`src/rtl/srt_pkg.sv`:
```
// Package: constants and types used by the card end of the suspend/resume trigger link
`default_nettype none
package srt_pkg;
    // ************************************************************
    // Configuration byte layout
    // ************************************************************
    localparam int CFG_ALARM_BIT = 0;
    localparam int CFG_METHOD_BIT = 1;
    localparam int CFG_FLAG_LSB = 5;
    localparam int CFG_FLAG_MSB = 7;
    localparam logic [7:0] CFG_FLAG_BIT7 = 8'h80;
    localparam logic [7:0] CFG_FLAG_BIT6 = 8'h40;
    localparam logic [7:0] CFG_FLAG_BIT5 = 8'h20;
    localparam logic [7:0] CFG_FLAG_NONE = 8'h00;
    localparam logic [7:0] CFG_RESET = 8'h00;
    // ************************************************************
    // Timing
    // ************************************************************
    localparam int CLK_MHZ = 200;
    localparam int PANEL_DELAY_US = 10;
    localparam int PANEL_DELAY_CYC = PANEL_DELAY_US * CLK_MHZ;
    localparam int MIN_LOW_CYC = 4;
    localparam logic [15:0] CNT_ZERO = 16'h0000;
    // ************************************************************
    // Device sequence states
    // ************************************************************
    typedef enum logic [3:0] {
        SRT_RUN = 4'h0,
        SRT_ACCEPT_SUSP = 4'h1,
        SRT_WAIT_HIGH_SUSP = 4'h2,
        SRT_SLEEP = 4'h3,
        SRT_PANEL_OFF = 4'h4,
        SRT_SUSPENDED = 4'h5,
        SRT_ACCEPT_RES = 4'h6,
        SRT_WAIT_HIGH_RES = 4'h7,
        SRT_PANEL_ON = 4'h8,
        SRT_LINES_ON = 4'h9
    } srt_state_t;
endpackage
`default_nettype wire

```
`src/rtl/srt_if.sv`:
```
// Interface: request line and release flag port bits between card and trigger circuit
`timescale 1ns/1ps
`default_nettype none
interface srt_if;
    logic port_c_bit0;
    logic port_c_bit7;
    logic port_c_bit6;
    logic port_c_bit5;
    modport device (input port_c_bit0, output port_c_bit7, output port_c_bit6,
        output port_c_bit5);
    modport trigger (output port_c_bit0, input port_c_bit7, input port_c_bit6,
        input port_c_bit5);
endinterface
`default_nettype wire

```
`src/rtl/srt_device.sv`:
```
// Module: card end of the suspend/resume request handshake with panel power order
`timescale 1ns/1ps
`default_nettype none
module srt_device #(
    parameter int PANEL_DELAY = srt_pkg::PANEL_DELAY_CYC
) (
    input wire logic SYS_CLK,
    input wire logic SRST,
    srt_if.device LINK,
    input wire logic [7:0] CFG_BYTE,
    input wire logic ALARM_WAKE,
    input wire logic LINE_POL_HIGH,
    input wire logic FRAME_POL_HIGH,
    output logic PANEL_LINE,
    output logic PANEL_FRAME,
    output logic PORT_E_BIT7,
    output logic PANEL_LOGIC_POWER_ON,
    output logic PANEL_BIAS_POWER_ON,
    output logic SUSPENDED,
    output logic CFG_FAULT
);
    // ************************************************************
    // State
    // ************************************************************
    typedef struct packed {
        logic req_meta;
        logic req_sync;
        logic alarm_meta;
        logic alarm_sync;
        logic [7:0] cfg;
        srt_pkg::srt_state_t state;
        logic [15:0] cnt;
        logic flag;
        logic sleep_n;
        logic logic_pwr;
        logic bias_pwr;
        logic lines_on;
        logic line;
        logic frame;
        logic susp;
        logic fault;
        logic [2:0] pins;
    } srt_dev_t;

    srt_dev_t r;
    srt_dev_t next_r;
    logic unconfirmed;
    logic req_low;

    // ************************************************************
    // Next state
    // ************************************************************
    always_comb begin
        next_r = r;
        // Two flops: request and alarm arrive from off the card
        next_r.req_meta = LINK.port_c_bit0;
        next_r.req_sync = r.req_meta;
        next_r.alarm_meta = ALARM_WAKE;
        next_r.alarm_sync = r.alarm_meta;
        unconfirmed = r.cfg[srt_pkg::CFG_METHOD_BIT];
        req_low = !r.req_sync; // Level, not edge
        // One down counter serves both panel delays
        if (r.cnt != srt_pkg::CNT_ZERO) begin
            next_r.cnt = r.cnt - 16'h0001;
        end
        // ************************************************************
        // Sequence
        // ************************************************************
        case (r.state)
            srt_pkg::SRT_RUN: begin
                // Settings follow the byte only while idle, so no sequence is torn
                next_r.cfg = CFG_BYTE & 8'hE3;
                next_r.fault = !(CFG_BYTE[7:5] == 3'h0 || CFG_BYTE[7:5] == 3'h1
                    || CFG_BYTE[7:5] == 3'h2 || CFG_BYTE[7:5] == 3'h4);
                if (req_low && !r.flag) begin
                    next_r.state = srt_pkg::SRT_ACCEPT_SUSP;
                end
            end
            srt_pkg::SRT_ACCEPT_SUSP: begin
                next_r.flag = 1'b1;
                next_r.state = unconfirmed ? srt_pkg::SRT_SLEEP
                    : srt_pkg::SRT_WAIT_HIGH_SUSP;
            end
            srt_pkg::SRT_WAIT_HIGH_SUSP: begin
                if (!req_low) begin
                    next_r.state = srt_pkg::SRT_SLEEP;
                end
            end
            srt_pkg::SRT_SLEEP: begin
                next_r.flag = 1'b0;
                next_r.sleep_n = 1'b0;
                next_r.lines_on = 1'b0;
                next_r.cnt = PANEL_DELAY[15:0];
                next_r.state = srt_pkg::SRT_PANEL_OFF;
            end
            srt_pkg::SRT_PANEL_OFF: begin
                if (r.cnt == srt_pkg::CNT_ZERO) begin
                    next_r.logic_pwr = 1'b0;
                    next_r.bias_pwr = 1'b0;
                    next_r.susp = 1'b1;
                    next_r.state = srt_pkg::SRT_SUSPENDED;
                end
            end
            srt_pkg::SRT_SUSPENDED: begin
                // Alarm only wakes when enabled
                if ((req_low && !r.flag)
                    || (r.cfg[srt_pkg::CFG_ALARM_BIT] && r.alarm_sync)) begin
                    next_r.state = srt_pkg::SRT_ACCEPT_RES;
                end
            end
            srt_pkg::SRT_ACCEPT_RES: begin
                next_r.flag = req_low; // Alarm wake needs no release
                next_r.state = (unconfirmed || !req_low) ? srt_pkg::SRT_PANEL_ON
                    : srt_pkg::SRT_WAIT_HIGH_RES;
            end
            srt_pkg::SRT_WAIT_HIGH_RES: begin
                if (!req_low) begin
                    next_r.state = srt_pkg::SRT_PANEL_ON;
                end
            end
            srt_pkg::SRT_PANEL_ON: begin
                next_r.flag = 1'b0;
                next_r.logic_pwr = 1'b1; // Power first
                next_r.bias_pwr = 1'b1;
                next_r.susp = 1'b0;
                next_r.cnt = PANEL_DELAY[15:0];
                next_r.state = srt_pkg::SRT_LINES_ON;
            end
            srt_pkg::SRT_LINES_ON: begin
                if (r.cnt == srt_pkg::CNT_ZERO) begin
                    // Lines and wake share an edge; sleep alone would hold lines low
                    next_r.lines_on = 1'b1; // Then lines
                    next_r.sleep_n = 1'b1; // Leave sleep on that same edge
                    next_r.state = srt_pkg::SRT_RUN;
                end
            end
            default: begin
                next_r.state = srt_pkg::SRT_RUN;
            end
        endcase
        // ************************************************************
        // Panel and flag outputs
        // ************************************************************
        // Inactive level is the polarity, but never high while lines are off
        next_r.line = next_r.lines_on & LINE_POL_HIGH;
        next_r.frame = next_r.lines_on & FRAME_POL_HIGH;
        // Flag is active low, on the selected pin only
        next_r.pins = ~({3{next_r.flag}}
            & next_r.cfg[srt_pkg::CFG_FLAG_MSB:srt_pkg::CFG_FLAG_LSB]);
        // A prohibited selection shows no flag rather than two or three
        if (next_r.fault) begin
            next_r.pins = 3'h7;
        end
    end

    // ************************************************************
    // Register
    // ************************************************************
    // Out of reset the panel stays powered and awake, request idle high
    always_ff @(posedge SYS_CLK) begin
        if (SRST) begin
            r <= '0;
            r.state <= srt_pkg::SRT_RUN;
            r.req_meta <= 1'b1;
            r.req_sync <= 1'b1;
            r.cfg <= srt_pkg::CFG_RESET;
            r.sleep_n <= 1'b1;
            r.logic_pwr <= 1'b1;
            r.bias_pwr <= 1'b1;
            r.lines_on <= 1'b1;
            r.pins <= 3'h7;
        end else begin
            r <= next_r;
        end
    end

    // ************************************************************
    // Outputs, each straight from the state register
    // ************************************************************
    assign LINK.port_c_bit7 = r.pins[2];
    assign LINK.port_c_bit6 = r.pins[1];
    assign LINK.port_c_bit5 = r.pins[0];
    assign PANEL_LINE = r.line;
    assign PANEL_FRAME = r.frame;
    assign PORT_E_BIT7 = r.sleep_n;
    assign PANEL_LOGIC_POWER_ON = r.logic_pwr;
    assign PANEL_BIAS_POWER_ON = r.bias_pwr;
    assign SUSPENDED = r.susp;
    assign CFG_FAULT = r.fault;
endmodule
`default_nettype wire

```
`src/flat_wrapper.sv`:
```
// flat-port wrapper written by rule: the top's interface ports become plain ports
module srt_device_flat 
#(
    parameter int PANEL_DELAY = srt_pkg::PANEL_DELAY_CYC
)
  (SYS_CLK, SRST, CFG_BYTE, ALARM_WAKE, LINE_POL_HIGH, FRAME_POL_HIGH, PANEL_LINE, PANEL_FRAME, PORT_E_BIT7, PANEL_LOGIC_POWER_ON, PANEL_BIAS_POWER_ON, SUSPENDED, CFG_FAULT, LINK_port_c_bit0, LINK_port_c_bit7, LINK_port_c_bit6, LINK_port_c_bit5);
  srt_if LINK_i ();
  input wire logic SYS_CLK;
  input wire logic SRST;
  input wire logic [7:0] CFG_BYTE;
  input wire logic ALARM_WAKE;
  input wire logic LINE_POL_HIGH;
  input wire logic FRAME_POL_HIGH;
  output logic PANEL_LINE;
  output logic PANEL_FRAME;
  output logic PORT_E_BIT7;
  output logic PANEL_LOGIC_POWER_ON;
  output logic PANEL_BIAS_POWER_ON;
  output logic SUSPENDED;
  output logic CFG_FAULT;
  input wire logic [$bits(LINK_i.port_c_bit0)-1:0] LINK_port_c_bit0;
  output wire logic [$bits(LINK_i.port_c_bit7)-1:0] LINK_port_c_bit7;
  output wire logic [$bits(LINK_i.port_c_bit6)-1:0] LINK_port_c_bit6;
  output wire logic [$bits(LINK_i.port_c_bit5)-1:0] LINK_port_c_bit5;
  assign LINK_i.port_c_bit0 = LINK_port_c_bit0;
  assign LINK_port_c_bit7 = LINK_i.port_c_bit7;
  assign LINK_port_c_bit6 = LINK_i.port_c_bit6;
  assign LINK_port_c_bit5 = LINK_i.port_c_bit5;
  srt_device #(.PANEL_DELAY(PANEL_DELAY)) u_core (.SYS_CLK(SYS_CLK), .SRST(SRST), .LINK(LINK_i), .CFG_BYTE(CFG_BYTE), .ALARM_WAKE(ALARM_WAKE), .LINE_POL_HIGH(LINE_POL_HIGH), .FRAME_POL_HIGH(FRAME_POL_HIGH), .PANEL_LINE(PANEL_LINE), .PANEL_FRAME(PANEL_FRAME), .PORT_E_BIT7(PORT_E_BIT7), .PANEL_LOGIC_POWER_ON(PANEL_LOGIC_POWER_ON), .PANEL_BIAS_POWER_ON(PANEL_BIAS_POWER_ON), .SUSPENDED(SUSPENDED), .CFG_FAULT(CFG_FAULT));
endmodule
```
`config.mk`:
```
export PLATFORM = sky130hd
export DESIGN_NAME = srt_device_flat
export DESIGN_NICKNAME = d
export VERILOG_FILES = /design/src/rtl/srt_pkg.sv /design/src/rtl/srt_if.sv /design/src/rtl/srt_device.sv /design/src/flat_wrapper.sv
export SDC_FILE = /design/constraint.sdc
export NUM_CORES = 1
export LEC_CHECK = 0
export ABC_AREA = 1
export BUFFER_PORTS_ARGS = -buffer_cell sky130_fd_sc_hd__buf_2
export CAP_MARGIN = 15
export CORE_AREA = 2 2 69 71
export DETAILED_ROUTE_END_ITERATION = 10
export DIE_AREA = 0 0 71 73
export GPL_TIMING_DRIVEN = 1
export SYNTH_ARGS = -nofsm -noshare
export SYNTH_HDL_FRONTEND = slang
export SYNTH_SLANG_ARGS = --single-unit
export TNS_END_PERCENT = 100
```
`constraint.sdc`:
```
create_clock -name SYS_CLK -period 1.7 [get_ports SYS_CLK]
set_input_delay 0.085 -clock SYS_CLK [delete_from_list [all_inputs] [get_ports SYS_CLK]]
set_output_delay 0.085 -clock SYS_CLK [all_outputs]
set_load 0.005 [all_outputs]
```
==> Word-level counts from Yosys, hierarchy flattened <==
Index checks and enable logic that the tools add are counted.
{ "word_totals": {"reg_bits": 41, "in_bits": 14, "out_inout_bits": 10} }
{ "classes": {"addsub": 1, "eq_ne": 18, "n_mux": 21, "bitwise": 4, "n_reduce_logical": 23} }
{ "op_table": {"columns": ["operator", "count"], "rows": [
  ["one-hot mux 4 bit (10 select lines)", 1],
  ["two-way mux 4 bit", 7],
  ["two-way mux 11 bit", 2],
  ["equality test 4 x 3 -> 1 bit (second input constant)", 4],
  ["logical NOT 16 bit", 1],
  ["nonzero test 16 bit", 1],
  ["subtractor 16 x 1 -> 16 bit (second input constant)", 1],
  ["!= test 2 x 1 -> 1 bit (second input constant)", 6],
  ["equality test 4 x 2 -> 1 bit (second input constant)", 2],
  ["equality test 4 bit (second input constant)", 2],
  ["two-way mux 8 bit", 1],
  ["one-hot mux 1 bit (2 select lines)", 3],
  ["AND reduction 6 bit", 1],
  ["nonzero test 2 bit", 3],
  ["logical OR 1 bit", 5],
  ["equality test 4 x 1 -> 1 bit (second input constant)", 1],
  ["logical NOT 4 bit", 1],
  ["two-way mux 1 bit", 4],
  ["one-hot mux 2 bit (2 select lines)", 1],
  ["AND reduction 2 bit", 2],
  ["OR reduction 2 bit", 2],
  ["bitwise AND 3 bit", 1],
  ["equality test 3 x 1 -> 1 bit (second input constant)", 1],
  ["equality test 3 x 2 -> 1 bit (second input constant)", 1],
  ["other kinds (9)", 13]
]} }

==> Logic depth before layout (Yosys ltp) <==
{ "logic_depth": {"depth_word": 7, "depth_mapped": 10} }

==> Worst setup path after synthesis <==
OpenSTA, ideal clock, no wires.
{ "synth_path": {"path_type": "reg2reg", "start": "register u_core.r[12] in the netlist's numbering", "end": "register u_core.r[7] in the netlist's numbering", "arrival_ns": 1.350, "path_slack_ns": 0.224, "stages_incl_launch_ff": 10, "path_buffers": 1, "synth_period_minus_slack_ns": 1.476, "cell_sequence": "dfxtp_1 inv_1 ha_1 nand2_1 nor2_1 nand2_1 buf_4 inv_1 o211ai_1 nand2_1"} }
{ "synth_via": {"elab_chain_len": 3} }
{ "synth_lines": {"columns": ["element", "line", "rtl"], "rows": [
  ["from (decl)", "srt_device.sv:45", "srt_dev_t r;"],
  ["from (signal assigned)", "srt_device.sv:173", "r <= next_r;"],
  ["logical NOT 16 bit", "srt_device.sv:130", "if (r.cnt == srt_pkg::CNT_ZERO) begin"],
  ["two-way mux 1 bit", "srt_device.sv:130", null],
  ["one-hot mux 1 bit (2 select lines)", "srt_device.sv:69", "case (r.state)"]
]} }
No other way between the ends.
A chain may end at the register's enable or synchronous reset.

==> Final worst setup path <==
Ends and elaborated chain as after synthesis.

==> impl_metrics.ini <==
[die]
core_mm2 = 0.00454
die_width_um = 71
row_count = 25
die_y_um = 73
start_util = 0.425
num_io_pins = 24
die-area_mm2 = 0.00518

[min_path]
hold_depth = 3
worstHoldPathType = input port to flip-flop

[route]
firstDrtPassIters = 4
wirelength_mm = 3.84
post_drt_wl_per_cell_um = 10.7
antenna_left = 0
drc = 0
drt-initial-drc-count = 108
viasPerCell = 4.84
vias = 1744

[synthesis]
avgSynthCellArea_um2 = 6.97
synth_seq_area_share = 0.415
synth.distinct_cells = 31
synth_top_cell_area_share = 0.415
yosys_warnings = 0
synthCells = 277
synth_nets = 292
synthTopCellsByArea = dfxtp_1, nand2_1, nor2_1
synth_seq_cells = 40
synth_area_mm2 = 0.00193
yosys.area.top_type = dfxtp_1

[sta]
timing.slew.headroom = 0.740
hold_violations = 0
fmax_mhz = 652
setup_viol = 0
tightest_slew_ns = 0.390
min_period_over_period = 0.903
final.setup_skew_ns = 0.00938
slew_viol_final = 0
rsz0062_at_grt = yes
finalCriticalPeriod_ns = 1.53

[global_route]
antenna_found_initial = 0
grt_pass1_vias = 1545
grt_pass1_wl_mm = 6.61
grt-ovfl-total = 0
grt_max_degree = 18
grt_usage = 0.157

[cells_and_area]
final_nets = 320
layout_commonest_cell = nand2_1
final_layout_size_suffix_gt1_frac = 0.180
final_cell_mix = nand2_1, nor2_1, dfxtp_1, inv_1, buf_2
design_area_mm2 = 0.00222
syn_to_final_growth_pct = 15.0
diodes = 0
fin_util = 0.489

[place]
place.gp.congestion = 0.826
postPlaceCellArea_mm2 = 0.00210
port_buffers = 20
hpwl_mm = 2.84

[run]
cap_violations = 0

[setup_path]
slowest_delay_ns = 0.37
worstSetupPathType = flip-flop to flip-flop
crit_path_max_fanout = 8
path_cells = inv_1 > ha_1 > nand2_1 > nor2_1 > nand2_2 > inv_1 > o211ai_1 > nand2_1
cp-start-kind = flip-flop
cp-end-kind = flip-flop
r2r_cells = 8
cp_data_required_time_ns = 1.86
crit_arrival_ns = 1.69
crit_slowest_cell = dfxtp_1

[power]
cellPowerDensity_mw_per_mm2 = 1860
ir_drop_v = 0.000780
p_leak_nw = 1.09

[clock_tree]
cts_tree = built
cts_buffer_depth = 2
cts.sinks = 40
clk_pin_slew_ns = 0.07
post_cts_buffers = 0
htreeDepth = 2
clock_latency_ns = 0.28
cts_made_buffers = 5
cts_root_buf = clkbuf_8

[outcome]
status = completed
[registers in the layout, summed over array words and instances (netlist names)]
signal / cells
u_core.LINK.port_c_bit6: 1
u_core.LINK.port_c_bit7: 1
u_core.r: 29
u_core.PANEL_FRAME: 1
u_core.PORT_E_BIT7: 1
u_core.PANEL_LINE: 1
u_core.SUSPENDED: 1
u_core.PANEL_BIAS_POWER_ON: 1
u_core.CFG_FAULT: 1
u_core.next_r: 2
u_core.LINK.port_c_bit5: 1
[cell usage after synthesis]
master,n
xnor2_1,5
nor2_2,4
nor2_1,49
nand3_2,2
nand3b_1,2
nand4_1,7
a31oi_1,1
nor3b_2,1
nand2_2,4
or2_2,5
o21ai_0,7
clkbuf_1,3
o21bai_1,1
nand2_1,67
nand2_4,1
o211ai_1,2
o21ai_1,1
dfxtp_1,40
buf_4,2
buf_2,1
inv_1,28
xor2_1,1
a21o_1,1
ha_1,1
o21a_1,1
a21oi_1,16
a211oi_2,1
nand3_1,19
a31oi_4,1
o31ai_1,1
inv_2,2
[final timing paths]
check | from | end | slack, ns
max | u_core.r[12] | u_core.r[7] | 0.17
min reg2reg | u_core.next_r[40] | u_core.r[40] | 0.41
max reg2reg | u_core.r[12] | u_core.r[7] | 0.17
min | LINE_POL_HIGH | u_core.PANEL_LINE | 0.02
[stage by stage]
step | power [mW] | hold WS [ns] | instances | worst slack (ns) | TNS, ns
after floorplan | 3.03 | 0.189 | 277 | 0.224 | 0
after global placement | 3.47 | 0.273 | 350 | 0.118 | 0
after detailed placement | 3.47 | 0.274 | 350 | 0.0674 | 0
after CTS | 4.14 | 0.00583 | 360 | 0.0505 | 0
after global routing | 4.54 | 0.0209 | 360 | -0.000588 | -0.000588
final | 4.12 | 0.0155 | 360 | 0.166 | 0
[timing repair]
| item | 4_1_cts | 5_1_grt |
|---|---|---|
| resized for setup | 0 | 1 |
| hold endpoints to repair | 2 | 0 |
| hold buffers | 2 | 0 |
| endpoints found under the setup margin | 0 | 9 |
[power breakdown]
group / internal, mW / switching [mW] / total [mW]
Combinational: 0.791 / 1.26 / 2.05
Clock: 0.324 / 0.322 / 0.646
Sequential: 1.21 / 0.217 / 1.42
[cells by family (layout without fill, tap and decap cells)]
| family | count (synthesis) | after routing | share of synthesized area |
|---|---|---|---|
| DFF | 40 | 40 | 0.415 |
| buffers and inverters | 36 | 65 | 0.0746 |
| and+or+nand+nor | 161 | 161 | 0.370 |
| AOI/OAI and AO/OA | 33 | 33 | 0.106 |
| xor gates and xnor gates | 6 | 6 | 0.0272 |
| adders and majority gates | 1 | 1 | 0.00648 |
[layout make-up]
class,count,area [µm²]
clock buffers,6,82.6
clock inverters,2,10.0
fillers,492,2320
inverters,30,113
multi-input cells,201,987
flip-flops and latches,40,801
well taps,54,67.6
repair buffers,27,158
[critical path: cells and delay by family, from the launching register on]
kind	cells	cell delay (ns)
and+or+nand+nor	4	0.43
DFF	1	0.37
AOI/OAI and AO/OA	1	0.24
adders and majority gates	1	0.22
buffers and inverters	2	0.16
[metal layers]
layer / GRT usage / share of wire / vias up
li1: - / - / 939
met2: 0.266 / 0.47 / 17
met1: 0.201 / 0.51 / 786
met3: 0.0373 / 0.023 / 2
met5: 0 / 0 / -
met4: 0.0440 / 0.0039 / 0
No activity file was read; power rests on OpenSTA's default activity.
